[config.mk]
export PLATFORM = sky130hd
export DESIGN_NAME = puc_counter_ctrl_flat
export DESIGN_NICKNAME = d
export VERILOG_FILES = /design/src/pkg/puc_pkg.sv /design/src/pkg/puc_link_if.sv /design/src/hw/puc_counter_ctrl.sv /design/src/flat_wrapper.sv
export SDC_FILE = /design/constraint.sdc
export NUM_CORES = 1
export LEC_CHECK = 0
export ABC_CLOCK_PERIOD_IN_PS = 3200
export BUFFER_PORTS_ARGS = -buffer_cell sky130_fd_sc_hd__buf_4
export CELL_PAD_IN_SITES_DETAIL_PLACEMENT = 1
export CELL_PAD_IN_SITES_GLOBAL_PLACEMENT = 1
export CORE_ASPECT_RATIO = 0.75
export CORE_MARGIN = 2
export CORE_UTILIZATION = 34
export CTS_CLUSTER_SIZE = 30
export DETAILED_ROUTE_END_ITERATION = 8
export PLACE_DENSITY = 0.93
export SLEW_MARGIN = 15
export SYNTH_ARGS = -nofsm -noshare
export SYNTH_HDL_FRONTEND = slang
export SYNTH_SLANG_ARGS = --single-unit
[constraint.sdc]
create_clock -name sys_clk_i -period 3.2 [get_ports sys_clk_i]
set_clock_uncertainty 0.2 [all_clocks]
set_input_delay 0.16 -clock sys_clk_i [delete_from_list [all_inputs] [get_ports sys_clk_i]]
set_output_delay 0.16 -clock sys_clk_i [all_outputs]
set_load 0.02 [all_outputs]
[src/pkg/puc_pkg.sv]
// Purpose: Shared constants and types of the presettable up/down counter.
// Assumes: Both ends run on one 100 MHz system clock.
// Notes:   Register offsets are byte addresses on the controller bus.
package puc_pkg;
	localparam int CNT_W = 4;
	localparam logic [3:0] MAX_DECADE = 4'h9;
	localparam logic [3:0] MAX_BINARY = 4'hF;
	localparam logic [3:0] COUNT_ZERO = 4'h0;
	localparam logic [3:0] COUNT_ONE  = 4'h1;

	localparam int CLK_PERIOD_NS = 10;
	localparam int CP_PERIOD_NS  = 80;
	localparam int LOAD_PULSE_NS = 35;
	localparam logic [2:0] CP_HALF_CYC =
		3'(CP_PERIOD_NS / (2 * CLK_PERIOD_NS));
	localparam logic [2:0] LOAD_CYC =
		3'((LOAD_PULSE_NS + CLK_PERIOD_NS - 1) / CLK_PERIOD_NS);

	localparam logic [3:0] REG_CTRL     = 4'h0;
	localparam logic [3:0] REG_STATUS   = 4'h4;
	localparam logic [3:0] REG_INT_STAT = 4'h8;
	localparam logic [3:0] REG_INT_MASK = 4'hC;

	localparam int CTRL_RUN_BIT    = 0;
	localparam int CTRL_DOWN_BIT   = 1;
	localparam int CTRL_LOAD_BIT   = 2;
	localparam int CTRL_PRESET_LSB = 4;
	localparam int STAT_TC_BIT     = 4;
	localparam int STAT_RUN_BIT    = 5;
	localparam int INT_TC_BIT      = 0;
	localparam int INT_RC_BIT      = 1;

	localparam logic [7:0] CTRL_RESET = 8'h00;
	localparam logic [1:0] INT_RESET  = 2'h0;

	typedef enum logic [1:0] {
		LD_IDLE  = 2'h1,
		LD_PULSE = 2'h2
	} puc_ld_state_t;
endpackage : puc_pkg

[src/pkg/puc_link_if.sv]
// Purpose: Pin bundle between a counter stage and its controlling logic.
// Assumes: Every signal is driven from a flip-flop on the system clock.
// Notes:   No two-way pins; each signal has one driver.
`timescale 1ns/1ns
interface puc_link_if;
	logic       cp;             // Count clock from the controller.
	logic       async_load_n;   // Preset strobe, active low.
	logic       count_enable_n; // Count enable, active low.
	logic       count_down;     // Direction: 0 up, 1 down.
	logic [3:0] preset_data;    // Value copied in during preset.
	logic [3:0] count_out;      // Count state.
	logic       terminal_flag;  // Terminal count indication.
	logic       ripple_clock_n; // Ripple clock, active low.

	modport dev (
		input  cp,
		input  async_load_n,
		input  count_enable_n,
		input  count_down,
		input  preset_data,
		output count_out,
		output terminal_flag,
		output ripple_clock_n
	);

	modport ctrl (
		output cp,
		output async_load_n,
		output count_enable_n,
		output count_down,
		output preset_data,
		input  count_out,
		input  terminal_flag,
		input  ripple_clock_n
	);
endinterface : puc_link_if

[src/hw/puc_counter_ctrl.sv]
// Purpose: Controlling logic of one counter stage, run from software.
// Assumes: Classic Wishbone slave with 32-bit data and byte addresses.
// Notes:   All fields sit in byte lane 0; other lanes are ignored.
`timescale 1ns/1ns
module puc_counter_ctrl (
	input  wire logic        sys_clk_i, // System clock, 100 MHz.
	input  wire logic        rst_i,     // Synchronous reset, high.
	input  wire logic        ce_i,      // Clock enable, high.
	input  wire logic [3:0]  wb_adr_i,  // Byte address.
	input  wire logic [31:0] wb_dat_i,  // Write data.
	input  wire logic        wb_we_i,   // Write enable.
	input  wire logic [3:0]  wb_sel_i,  // Byte selects.
	input  wire logic        wb_cyc_i,  // Cycle.
	input  wire logic        wb_stb_i,  // Strobe.
	output logic [31:0]      wb_dat_o,  // Read data.
	output logic             wb_ack_o,  // Acknowledge.
	output logic             irq_o,     // Interrupt, high.
	puc_link_if.ctrl         link       // Pins toward the counter.
);

	logic [7:0]              ctrl;
	logic [1:0]              int_stat;
	logic [1:0]              int_mask;
	logic [31:0]             dat;
	logic                    ack;
	logic                    irq;
	logic                    cp;
	logic [2:0]              cp_cnt;
	logic                    ce_n;
	logic                    down;
	logic                    load_n;
	logic [3:0]              preset;
	logic [2:0]              ld_cnt;
	puc_pkg::puc_ld_state_t  ld_state;
	logic                    tc_q;
	logic                    rc_q;

	wire        req      = wb_cyc_i & wb_stb_i;
	wire        wr_take  = req & ack & wb_we_i & wb_sel_i[0];
	wire        wr_ctrl  = wr_take & (wb_adr_i == puc_pkg::REG_CTRL);
	wire        wr_clr   = wr_take & (wb_adr_i == puc_pkg::REG_INT_STAT);
	wire        wr_mask  = wr_take & (wb_adr_i == puc_pkg::REG_INT_MASK);
	wire        load_req = wr_ctrl & wb_dat_i[puc_pkg::CTRL_LOAD_BIT];
	wire        cp_wrap  = (cp_cnt == puc_pkg::CP_HALF_CYC - 3'h1);
	wire        cp_hold  = cp & ~cp_wrap;
	wire        run_req  = ctrl[puc_pkg::CTRL_RUN_BIT];
	wire        dn_req   = ctrl[puc_pkg::CTRL_DOWN_BIT];
	wire        next_ce_n = run_req ? 1'b0
	                      : (cp_hold ? 1'b1 : ce_n);
	wire        dir_ok   = cp_hold | (ce_n & next_ce_n);
	wire [1:0]  ev       = {rc_q & ~link.ripple_clock_n,
	                        link.terminal_flag & ~tc_q};
	wire [1:0]  next_int = (int_stat & ~(wr_clr ? wb_dat_i[1:0] : 2'h0))
	                     | ev;
	wire [31:0] rd_data  =
		(wb_adr_i == puc_pkg::REG_CTRL)     ? {24'h0, ctrl} :
		(wb_adr_i == puc_pkg::REG_STATUS)   ? {26'h0, ~ce_n,
		                                       link.terminal_flag,
		                                       link.count_out} :
		(wb_adr_i == puc_pkg::REG_INT_STAT) ? {30'h0, int_stat} :
		(wb_adr_i == puc_pkg::REG_INT_MASK) ? {30'h0, int_mask} :
		32'h0;

	always_ff @(posedge sys_clk_i) begin
		if (rst_i) begin
			ack <= 1'b0;
			dat <= 32'h0;
		end else if (ce_i) begin
			ack <= req & ~ack;
			dat <= rd_data;
		end
	end

	// The load bit is a command and always reads back as zero.
	always_ff @(posedge sys_clk_i) begin
		if (rst_i) begin
			ctrl <= puc_pkg::CTRL_RESET;
		end else if (ce_i && wr_ctrl) begin
			ctrl <= wb_dat_i[7:0] & 8'hFB;
		end
	end

	// A new event wins over a clear in the same cycle.
	always_ff @(posedge sys_clk_i) begin
		if (rst_i) begin
			int_stat <= puc_pkg::INT_RESET;
			int_mask <= puc_pkg::INT_RESET;
			irq      <= 1'b0;
			tc_q     <= 1'b0;
			rc_q     <= 1'b1;
		end else if (ce_i) begin
			int_stat <= next_int;
			int_mask <= wr_mask ? wb_dat_i[1:0] : int_mask;
			irq      <= |(next_int & (wr_mask ? wb_dat_i[1:0] : int_mask));
			tc_q     <= link.terminal_flag;
			rc_q     <= link.ripple_clock_n;
		end
	end

	// Free-running count clock; one phase lasts CP_HALF_CYC cycles.
	always_ff @(posedge sys_clk_i) begin
		if (rst_i) begin
			cp     <= 1'b1;
			cp_cnt <= 3'h0;
		end else if (ce_i) begin
			cp_cnt <= cp_wrap ? 3'h0 : cp_cnt + 3'h1;
			cp     <= cp_wrap ? ~cp : cp;
		end
	end

	// Counting starts at any moment and stops only in a high phase.
	always_ff @(posedge sys_clk_i) begin
		if (rst_i) begin
			ce_n <= 1'b1;
			down <= 1'b0;
		end else if (ce_i) begin
			ce_n <= next_ce_n;
			down <= dir_ok ? dn_req : down;
		end
	end

	// Preset pulse held long enough for the documented minimum width.
	always_ff @(posedge sys_clk_i) begin
		if (rst_i) begin
			ld_state <= puc_pkg::LD_IDLE;
			ld_cnt   <= 3'h0;
			load_n   <= 1'b1;
			preset   <= 4'h0;
		end else if (ce_i) begin
			case (ld_state)
				puc_pkg::LD_IDLE: begin
					if (load_req) begin
						preset   <= wb_dat_i[puc_pkg::CTRL_PRESET_LSB +: 4];
						load_n   <= 1'b0;
						ld_cnt   <= puc_pkg::LOAD_CYC - 3'h1;
						ld_state <= puc_pkg::LD_PULSE;
					end
				end
				puc_pkg::LD_PULSE: begin
					if (ld_cnt == 3'h0) begin
						load_n   <= 1'b1;
						ld_state <= puc_pkg::LD_IDLE;
					end else begin
						ld_cnt <= ld_cnt - 3'h1;
					end
				end
				default: begin
					load_n   <= 1'b1;
					ld_state <= puc_pkg::LD_IDLE;
				end
			endcase
		end
	end

	// The enable alone inhibits a single stage; cascades add it to
	// every carry gate.
	assign link.count_enable_n = ce_n;
	assign link.cp             = cp;
	assign link.count_down     = down;
	assign link.async_load_n   = load_n;
	assign link.preset_data    = preset;
	assign wb_dat_o            = dat;
	assign wb_ack_o            = ack;
	assign irq_o               = irq;

endmodule : puc_counter_ctrl

[src/flat_wrapper.sv]
// flat-port wrapper written by rule: the top's interface ports become plain ports
module puc_counter_ctrl_flat 
  (sys_clk_i, rst_i, ce_i, wb_adr_i, wb_dat_i, wb_we_i, wb_sel_i, wb_cyc_i, wb_stb_i, wb_dat_o, wb_ack_o, irq_o, link_cp, link_async_load_n, link_count_enable_n, link_count_down, link_preset_data, link_count_out, link_terminal_flag, link_ripple_clock_n);
  puc_link_if link_i ();
  input  wire logic sys_clk_i;
  input  wire logic rst_i;
  input  wire logic ce_i;
  input  wire logic [3:0] wb_adr_i;
  input  wire logic [31:0] wb_dat_i;
  input  wire logic wb_we_i;
  input  wire logic [3:0] wb_sel_i;
  input  wire logic wb_cyc_i;
  input  wire logic wb_stb_i;
  output logic [31:0] wb_dat_o;
  output logic wb_ack_o;
  output logic irq_o;
  output wire logic [$bits(link_i.cp)-1:0] link_cp;
  output wire logic [$bits(link_i.async_load_n)-1:0] link_async_load_n;
  output wire logic [$bits(link_i.count_enable_n)-1:0] link_count_enable_n;
  output wire logic [$bits(link_i.count_down)-1:0] link_count_down;
  output wire logic [$bits(link_i.preset_data)-1:0] link_preset_data;
  input wire logic [$bits(link_i.count_out)-1:0] link_count_out;
  input wire logic [$bits(link_i.terminal_flag)-1:0] link_terminal_flag;
  input wire logic [$bits(link_i.ripple_clock_n)-1:0] link_ripple_clock_n;
  assign link_cp = link_i.cp;
  assign link_async_load_n = link_i.async_load_n;
  assign link_count_enable_n = link_i.count_enable_n;
  assign link_count_down = link_i.count_down;
  assign link_preset_data = link_i.preset_data;
  assign link_i.count_out = link_count_out;
  assign link_i.terminal_flag = link_terminal_flag;
  assign link_i.ripple_clock_n = link_ripple_clock_n;
  puc_counter_ctrl u_core (.sys_clk_i(sys_clk_i), .rst_i(rst_i), .ce_i(ce_i), .wb_adr_i(wb_adr_i), .wb_dat_i(wb_dat_i), .wb_we_i(wb_we_i), .wb_sel_i(wb_sel_i), .wb_cyc_i(wb_cyc_i), .wb_stb_i(wb_stb_i), .wb_dat_o(wb_dat_o), .wb_ack_o(wb_ack_o), .irq_o(irq_o), .link(link_i));
endmodule
== Word-level counts from Yosys, hierarchy flattened ==
Cells that the tools add are included.
Storage, ports and cells
  register bits: 63
  logic and storage cells: 79
Cells by class
  add/subtract/negate cells: 2
  eq/ne operators: 9
  mux-type cells: 18
  bitwise gates (word level): 24
  reduce and logical (&&, ||, !) cells: 10
Operator list (number)
  32-bit 2-to-1 mux: 3
  1-bit AND: 13
  2-bit 2-to-1 mux: 5
  3-bit 2-to-1 mux: 3
  4-bit == test, second input constant: 2
  1-bit inverter: 6
  3-bit one-hot mux with 2 select lines: 1
  3-bit AND reduction: 2
  2-bit AND: 2
  4-bit by 3-bit == test with 1-bit output, second input constant: 1
  4-bit logical NOT: 1
  1-bit 2-to-1 mux: 4
  2-bit by 1-bit inequality test with 1-bit output, second input constant: 2
  2-bit one-hot mux with 2 select lines: 1
  2-bit AND reduction: 2
  4-bit AND reduction: 1
  3-bit by 1-bit adder with 3-bit output, second input constant: 1
  3-bit by 2-bit == test with 1-bit output, second input constant: 1
  3-bit logical NOT: 1
  3-bit by 1-bit subtractor with 3-bit output, second input constant: 1
  2-bit by 1-bit == test with 1-bit output, second input constant: 1
  2-bit == test, second input constant: 1
  2-bit inequality test, second input constant: 1
  2-bit inverter: 1
  6 further kinds: 6

== Longest topological paths before layout ==
Gate-level depths: netlist of the first run.
  depth after elaboration: 11
  depth in mapped cells: 6

== Least setup slack after synthesis of the first run ==
No wires, ideal clock.
  path kind: flip-flop to flip-flop
  start point: register u_core.ack (netlist: u_core.wb_ack_o)
  end point: register u_core.ld_cnt[2]
  library setup time: 0.070 ns
  arrival time: 1.815 ns
  slack: 1.114 ns
  cell stages (with the launch flop): 7
  period minus slack after synthesis: 2.086 ns
  path through: dfxtp_1 > nand3_1 > nor4b_4 > buf_6 > a22oi_2 > or4_1 > a21oi_1
Between the ends
  longest elaborated chain between the ends: 7
RTL lines
  start, declared: line puc_counter_ctrl.sv:25  | logic ack;
  start signal, assigned: line puc_counter_ctrl.sv:69  | ack <= req & ~ack;
  1-bit AND (3 in series): line puc_counter_ctrl.sv:39  | wire wr_take = req & ack & wb_we_i & wb_sel_i[0];
  1-bit AND: line puc_counter_ctrl.sv:40  | wire wr_ctrl = wr_take & (wb_adr_i == puc_pkg::REG_CTRL);
  1-bit AND: line puc_counter_ctrl.sv:43  | wire load_req = wr_ctrl & wb_dat_i[puc_pkg::CTRL_LOAD_BIT];
  2-bit by 1-bit inequality test with 1-bit output (no source line)
  4-bit AND reduction (no source line)
  end signal, assigned: line puc_counter_ctrl.sv:135  | ld_cnt <= puc_pkg::LOAD_CYC - 3'h1;
  end signal, assigned: line puc_counter_ctrl.sv:144  | ld_cnt <= ld_cnt - 3'h1;
  end, declared: line puc_counter_ctrl.sv:33  | logic [2:0] ld_cnt;
No other way between the ends.
A chain may end at the register's enable or synchronous reset.

== Worst setup path after layout of the first run ==
Same ends and word-level chain as after synthesis.

==> results of run 1 <==
==> sequential cells by signal (all words and copies together), names as in the netlist <==
signal                      flops
u_core.link.count_down          1
u_core.ctrl                     7
u_core.rc_q                     1
u_core.wb_ack_o                 1
u_core.int_mask                 2
u_core.link.preset_data         4
u_core.cp_cnt                   3
u_core.ld_cnt                   3
u_core.irq_o                    1
u_core.int_stat                 2
u_core.link.cp                  1
u_core.ld_state                 2
u_core.tc_q                     1
u_core.wb_dat_o                 8
u_core.link.count_enable_n      1
==> power breakdown <==
| part | internal (mW) | leakage (nW) | switching (mW) | total (mW) |
|---|---|---|---|---|
| Combinational | 0.0569 | 0.671 | 0.0855 | 0.142 |
| Sequential | 0.484 | 0.308 | 0.00903 | 0.493 |
| Clock | 0.229 | 0.0579 | 0.182 | 0.411 |
| Total | 0.770 | 1.04 | 0.276 | 1.05 |
==> cells in the mapped netlist (2+ instances only) <==
| master | instances |
|---|---|
| a222oi_1 | 5 |
| nor3_1 | 2 |
| nor2b_1 | 4 |
| a21oi_1 | 9 |
| buf_4 | 24 |
| clkbuf_1 | 6 |
| nand3_1 | 8 |
| or4_1 | 2 |
| nand2b_1 | 4 |
| mux2_2 | 2 |
| dfxtp_1 | 38 |
| inv_1 | 7 |
| o21ai_0 | 3 |
| o21a_1 | 2 |
| mux2i_1 | 16 |
| a22oi_1 | 3 |
| ha_1 | 3 |
| nor2_1 | 30 |
| a31oi_1 | 2 |
| or3_1 | 2 |
| a211oi_1 | 2 |
| a22o_1 | 3 |
| nand2_1 | 14 |
==> cells by family (layout without fill, tap and decap cells) <==
group,Yosys count,count (layout),share of synthesized area [%]
and+or+nand+nor,74,74,20.13
other,1,24,0.2018
buffers and inverters,38,69,12.93
AOI/OAI and AO/OA,35,35,13.94
DFF,38,38,40.94
muxes,18,18,9.831
adders and majority gates,3,3,2.020
==> metrics by stage <==
step	instance area, um2	setup slack [ns]	total power [mW]	instances
CTS	2366	1.031	1.053	336
global route	2366	0.8822	1.093	336
detailed placement	2147	0.8906	0.6328	317
finish	2366	1.058	1.046	336
global placement	2147	0.9382	0.6268	317
floorplan	1944	1.114	0.6069	230
==> cell type report <==
cell class                      count  share of cell area [%]
Multi-Input combinational cell    154                   39.87
Sequential cell                    38                   32.15
Timing Repair Buffer               54                   18.30
Tap cell                           75                   3.966
Clock buffer                        5                   2.909
Clock inverter                      3                   1.692
Inverter                            7                   1.111
==> worst register-to-register path: stages (launching register included) <==
cell and delay, ns:
dfxtp_1 0.38, nand3_1 0.20, nor4b_4 0.49, a22oi_2 0.16, or4_1 0.50, a21oi_1 0.14
==> worst max-delay path by stage <==
stage                            end       startpoint  cells after the start  slack [ns]
finish              u_core.ld_cnt[2]  u_core.wb_ack_o                      5        1.06
global route            u_core.irq_o  u_core.wb_ack_o                      5        0.88
floorplan           u_core.ld_cnt[2]  u_core.wb_ack_o                      6        1.11
global placement    u_core.ld_cnt[2]             ce_i                      6        0.94
CTS                     u_core.irq_o  u_core.wb_ack_o                      5        1.03
detailed placement  u_core.ld_cnt[2]             ce_i                      6        0.89
==> what timing repair did <==
action | CTS | global route
hold buffers | 11 | 0
setup endpoints to repair | 0 | 0
hold endpoints to repair | 18 | 0
==> layer usage <==
metal	global-route usage [%]	share of wire, %	up-vias
met4	4.478	1.0	0
met1	20.54	45	778
met3	5.911	4.0	5
li1	-	-	784
met5	0	0	-
met2	31.11	50	35
==> summary.md, run 1 <==
| Metric | Value |
|---|---|
| Vias/cell | 4.768 |
| Slew HR | 46.03% |
| CTS tree | built |
| Hold path cells | 4 |
| Synthesized area | 1858 um2 |
| CP Class | flip-flop to flip-flop |
| Synth area leaders | dfxtp_1, buf_4, mux2i_1 |
| Max Fclk | 466.8 MHz |
| Final Hold Viols | 0 |
| CTS Buf Count | 5 |
| H-tree depth | 2 |
| Share of the synthesized area in the top cell type | 40.94% |
| Critical Path AT | 2.18 ns |
| Layout cells sized above 1 | 22.22% |
| Async S/R FF share, synth | 0% |
| RSZ-0062 raised after global routing | false |
| Min cycle time layout | 2.142 ns |
| CTS Buffer Depth | 2 |
| CP Cell Sequence | nand3_1 > nor4b_4 > a22oi_2 > or4_1 > a21oi_1 |
| Fillcell total | 647 |
| CP Max Fanout | 5 |
| Vias in the first global route | 1610 |
| Fin util | 44.68% |
| Startpoint Class | flip-flop |
| Hold path startpoint | wb_dat_i[2] |
| Synth warnings | 0 |
| Status | finished, final reports clean |
| Vias | 1602 |
| Synth cell types | 39 |
| Worst setup EP type | flip-flop |
| Antenna Cells | 0 |
| Worst reg2reg endpoint | u_core.ld_cnt[2] |
| Total I/O pin count | 94 |
| Drt pass-1 iters | 4 |
| Buf/Inv on CP | 0 |
| Die X | 89.36 um |
| Peak supply drop | 0.0001506 V |
| Post-Synthesis Cells | 207 |
| Seq. cell area | 760.7 um2 |
| CTS resizes | 0 |
| Worst Tran Pin Value | 0.8033 ns |
| First-pass GRT wire length | 7886 um |
| Die area | 6078 um2 |
| Worst R2R Setup Slack | 1.06 ns |
| Wire per inst | 14.82 um |
| CP top delay family | simple AND/OR/NAND/NOR gates |
| DIE HEIGHT | 68.02 um |
| Initial Util | 35.09% |
| I/O Buffers | 42 |
| Clk_lat worst skew | 0.31 ns |
| P_leak | 1.037 nW |
| Most frequent cells in the layout | buf_4, dfxtp_1, nor2_1 |
| Seq/Total Area, Yosys | 40.94% |
| FF-to-FF Start | u_core.wb_ack_o |
| Final setup viols | 0 |
| Clk sinks | 38 |
| Worst path max stage delay | 0.50 ns |
| Critical path's slowest cell | or4_1 |
| Area leader, netlist | dfxtp_1 |
| Min-delay worst type | primary input to flip-flop |
| Area grow syn2layout | 27.34% |
| Top FF cell, synth | dfxtp_1 |
| Endpoint, Worst Hold | u_core.ld_state[0] |
| Setup bufs post-CTS | 0 |
| Max Cap Viol | 0 |
| Gr ovfl total | 0 |
| Largest net degree at the start of global routing | 33 |
| Syn_area_per_cell | 8.976 um2 |
| Multi-input gate area | 943.4 um2 |
| Hold slack | 0.01185 ns |
| Clock transition at the registers of the reported paths | 0.08 ns |
| Yosys reg bits | 38 |
| Total GRT Usage | 17.59% |
| Initial antenna violation count | 0 |
| Root buffer cell | clkbuf_8 |
| Number of enable flip-flop cells after synthesis | 0 |
| Drt total wl | 4980 um |
| Sum Neg Setup Slack | 0 ns |
| Hpwl dp | 3633 um |
| Final nets | 315 |
| Most common cell after layout, fill and taps aside | buf_4 |
| Worst endpoint required time | 3.24 ns |
| Worst r2r path cells | 5 |
| Drt initial violations | 83 |
| Placer Congestion | 0.7898 |
| Placeable Area | 5295 um2 |
| Pins Over Slew Limit | 0 |
| Row count | 23 |
| Residual DRC | 0 |
| Period utilisation layout | 66.94% |
| Cell area power density | 442.2 nW/um2 |
| Final ANT Viol Nets | 0 |
No activity file was read; power rests on OpenSTA's default activity.
==> run 2, diff against run 1 <==
--- a/config.mk
+++ b/config.mk
@@ -5,16 +5,17 @@
 export SDC_FILE = /design/constraint.sdc
 export NUM_CORES = 1
 export LEC_CHECK = 0
-export ABC_CLOCK_PERIOD_IN_PS = 3200
+export ABC_AREA = 1
+export ABC_CLOCK_PERIOD_IN_PS = 1800
 export BUFFER_PORTS_ARGS = -buffer_cell sky130_fd_sc_hd__buf_4
 export CELL_PAD_IN_SITES_DETAIL_PLACEMENT = 1
 export CELL_PAD_IN_SITES_GLOBAL_PLACEMENT = 1
 export CORE_ASPECT_RATIO = 0.75
 export CORE_MARGIN = 2
-export CORE_UTILIZATION = 34
+export CORE_UTILIZATION = 28
 export CTS_CLUSTER_SIZE = 30
 export DETAILED_ROUTE_END_ITERATION = 8
-export PLACE_DENSITY = 0.93
+export PLACE_DENSITY = 0.85
 export SLEW_MARGIN = 15
 export SYNTH_ARGS = -nofsm -noshare
 export SYNTH_HDL_FRONTEND = slang
==> constraint.sdc (replaced) <==
create_clock -name sys_clk_i -period 1.8 [get_ports sys_clk_i]
set_clock_uncertainty 0.2 [all_clocks]
set_input_delay 0.09 -clock sys_clk_i [delete_from_list [all_inputs] [get_ports sys_clk_i]]
set_output_delay 0.09 -clock sys_clk_i [all_outputs]
set_load 0.02 [all_outputs]
==> run 2 against run 1 <==
Against the previous run: cell count increased by 25%; count of clock-buffer cells in the layout increased by 1; synthesized cell count increased by 31%; worst setup slack got worse by 0.94 ns; power increased by 74%; hold slack improved by 0.014 ns; via count increased by 17%; utilization decreased by 6.5 points; critical path type is now primary input to flip-flop; highest routed layer unchanged.
==> summary.md, run 2 <==
| Metric | Value |
|---|---|
| GRT Max-Usage Layer | met2 |
| Max Fclk | 594.5 MHz |
| Hpwl dp | 4008 um (+10%) |
| Residual DRC | 0 (unchanged) |
| CTS Buf Count | 5 (unchanged) |
| Most common cell after layout, fill and taps aside | buf_4 |
| Top FF cell, synth | dfxtp_1 |
| Seq/Total Area, Yosys | 38.38% (-2.6 points) |
| Root buffer cell | clkbuf_8 |
| Clk pwr share | 34.1% (-5.2 points) |
| Synth warnings | 0 (unchanged) |
| Syn_area_per_cell | 7.286 um2 (-19%) |
| Met1 Usage GRT | 18.58% (-2.0 points) |
| Setup ws final | 0.1179 ns (-0.9399 ns) |
| Largest net degree at the start of global routing | 25 (-24%) |
| Antenna Cells | 0 (unchanged) |
| Min-delay worst type | primary input to flip-flop |
| Non-Filler Instances | 421 (+25%) |
| CP Max Fanout | 24 (+19) |
| Placeable Area | 6832 um2 (+29%) |
| M2 GR Usage | 22.65% (-8.5 points) |
| Largest register FFs | 8 (unchanged) |
| Vias | 1879 (+17%) |
| Layout cells sized above 1 | 21.07% (-1.2 points) |
| Initial Util | 29.01% (-6.1 points) |
| Top-count cell post-synth | nand2_1 |
| Status | finished, final reports clean |
| Die area | 7774 um2 (+28%) |
| Total GRT Usage | 14.06% (-3.5 points) |
| Sw Pwr | 520.8 uW (+89%) |
| Combinational power share | 17.2% (+3.6 points) |
| Vias/cell | 4.463 (-6.4%) |
| Pins Over Slew Limit | 0 (unchanged) |
| Sw Share | 28.61% (+2.2 points) |
| CP Class | primary input to flip-flop |
| Sequential share of power | 48.6% (+1.5 points) |
| Startpoint Class | primary input |
| Area leader, netlist | dfxtp_1 |
| Placer Congestion | 0.8022 (+1.6%) |
| Gr ovfl total | 0 (unchanged) |
| Max Cap Viol | 0 (unchanged) |
| Most frequent cells after synthesis | nand2_1, dfxtp_1, nor2_1 |
| Clock transition at the registers of the reported paths | 0.08 ns (about the same) |
| Worst endpoint required time | 1.82 ns (-1.42 ns) |
| Total I/O pin count | 94 (unchanged) |
| Share of the synthesized area in the top cell type | 38.38% (-2.6 points) |
| Yosys reg bits | 38 (unchanged) |
| Synth cell types | 28 (-28%) |
| First-pass GRT wire length | 8700 um (+10%) |
| Final Hold Viols | 0 (unchanged) |
| CTS tree | built |
| I/O Buffers | 42 (unchanged) |
| Drt initial violations | 78 (-6.0%) |
| Period utilisation layout | 93.45% |
| Most frequent cells in the layout | buf_4, nand2_1, dfxtp_1 |
| Final nets | 391 (+24%) |
| Peak supply drop | 0.0002213 V (+47%) |
| Async S/R FF share, synth | 0% (unchanged) |
| Drt total wl | 5378 um (+8.0%) |
| Total power draw | 1.821 mW (+74%) |
| Clk_lat worst skew | 0.30 ns (about the same) |
| Clk sinks | 38 (unchanged) |
| Initial antenna violation count | 0 (unchanged) |
| Placed insts | 393 (+24%) |
| Cell area power density | 697.2 nW/um2 (+58%) |
| Wire per inst | 12.77 um (-14%) |
| Worst Tran Pin Value | 0.6095 ns (-0.1938 ns) |
| P_leak | 1.247 nW (+20%) |
| Worst setup EP type | flip-flop |
| CTS Buffer Depth | 2 (unchanged) |
| Grt met3 use | 3.646% (-2.3 points) |
| Area grow syn2layout | 31.75% |
| Final ANT Viol Nets | 0 (unchanged) |
| Number of enable flip-flop cells after synthesis | 0 (unchanged) |
| Cell-internal power | 1.300 mW (+69%) |
| H-tree depth | 2 (unchanged) |
| Fillcell total | 870 (+34%) |
| Min cycle time layout | 1.682 ns |
| Synth area leaders | dfxtp_1, buf_4, nand2_1 |
| Vias in the first global route | 1853 (+15%) |
| Post-Synthesis Cells | 272 (+31%) |
| Final setup viols | 0 (unchanged) |
| Pre-CTS WS | 0.1363 ns (-0.7543 ns) |
| Row count | 26 (+13%) |
| Die X | 101.1 um (+13%) |
| Drt pass-1 iters | 4 (unchanged) |
| DIE HEIGHT | 76.86 um (+13%) |
| Synthesized area | 1982 um2 (+6.7%) |
| Slew HR | 59.32% (+13 points) |
| Critical Path AT | 1.70 ns (-0.48 ns) |
| Fin util | 38.22% (-6.5 points) |
run 2: repair_timing:
action / in CTS / in global routing
hold endpoints to repair: 20 / 0
hold buffers: 17 / 0
gates resized for setup: 0 / 2
buffers inserted: 0 / 3
setup endpoints to repair: 0 / 14
run 2: final timing paths:
check	from	to	slack, ns	cells after the start
worst max-delay path	ce_i	u_core.ctrl[1]	0.12	8
worst min-delay path	rst_i	u_core.wb_dat_o[7]	0.03	3
worst max register to register	u_core.wb_ack_o	u_core.irq_o	0.16	10
worst min register to register	u_core.ctrl[7]	u_core.wb_dat_o[7]	0.27	2
run 2: routing by layer:
metal | vias up | routed length (um)
met5 | - | 0
met4 | 0 | 54
met3 | 5 | 288
met2 | 46 | 2525
met1 | 873 | 2510
li1 | 955 | -
run 2: final cells by class:
cell class / count / area [um2] / share of cell area, %
inverter: 36 / 135.1 / 5.175
clock buffer: 6 / 82.58 / 3.162
sequential: 38 / 760.7 / 29.13
timing repair buffer: 65 / 550.5 / 21.08
tap: 84 / 105.1 / 4.025
multi-input combinational: 190 / 964.7 / 36.94
clock inverter: 2 / 12.51 / 0.4792
run 2: worst max-delay path: stages:
cell and delay, ns:
dlygate4sd3_1 0.57, buf_8 0.19, inv_2 0.07, buf_4 0.20
buf_4 0.19, nor2_8 0.17, nor2_1 0.07, a211oi_2 0.13
run 2: cell families after synthesis:
kind of cell    after synthesis  share of synthesized area [%]
fa+ha+maj                     3                          1.894
compound gates               63                          18.62
simple gates                100                          23.61
buf+inv                      67                          17.30
flops                        38                          38.38
other cells                   1                         0.1892
run 2: power by group through the flow:
stage / clock [mW] / sequential (mW) / combinational, mW
5_1_grt: 0.684 / 0.890 / 0.347
2_1_floorplan: 0 / 0.911 / 0.200
3_3_place_gp: 0 / 0.903 / 0.258
3_5_place_dp: 0 / 0.905 / 0.272
4_1_cts: 0.650 / 0.886 / 0.302
6_report: 0.621 / 0.886 / 0.314
run 2: metrics by stage:
step	hold slack (ns)	area (um2)	TNS (ns)
after detailed placement	0.1217	2303	0
after global placement	0.1138	2303	0
after CTS	0.01633	2569	0
after floorplan	0.01642	2068	0
final	0.02539	2611	0
after global routing	0.04264	2611	-0.01285
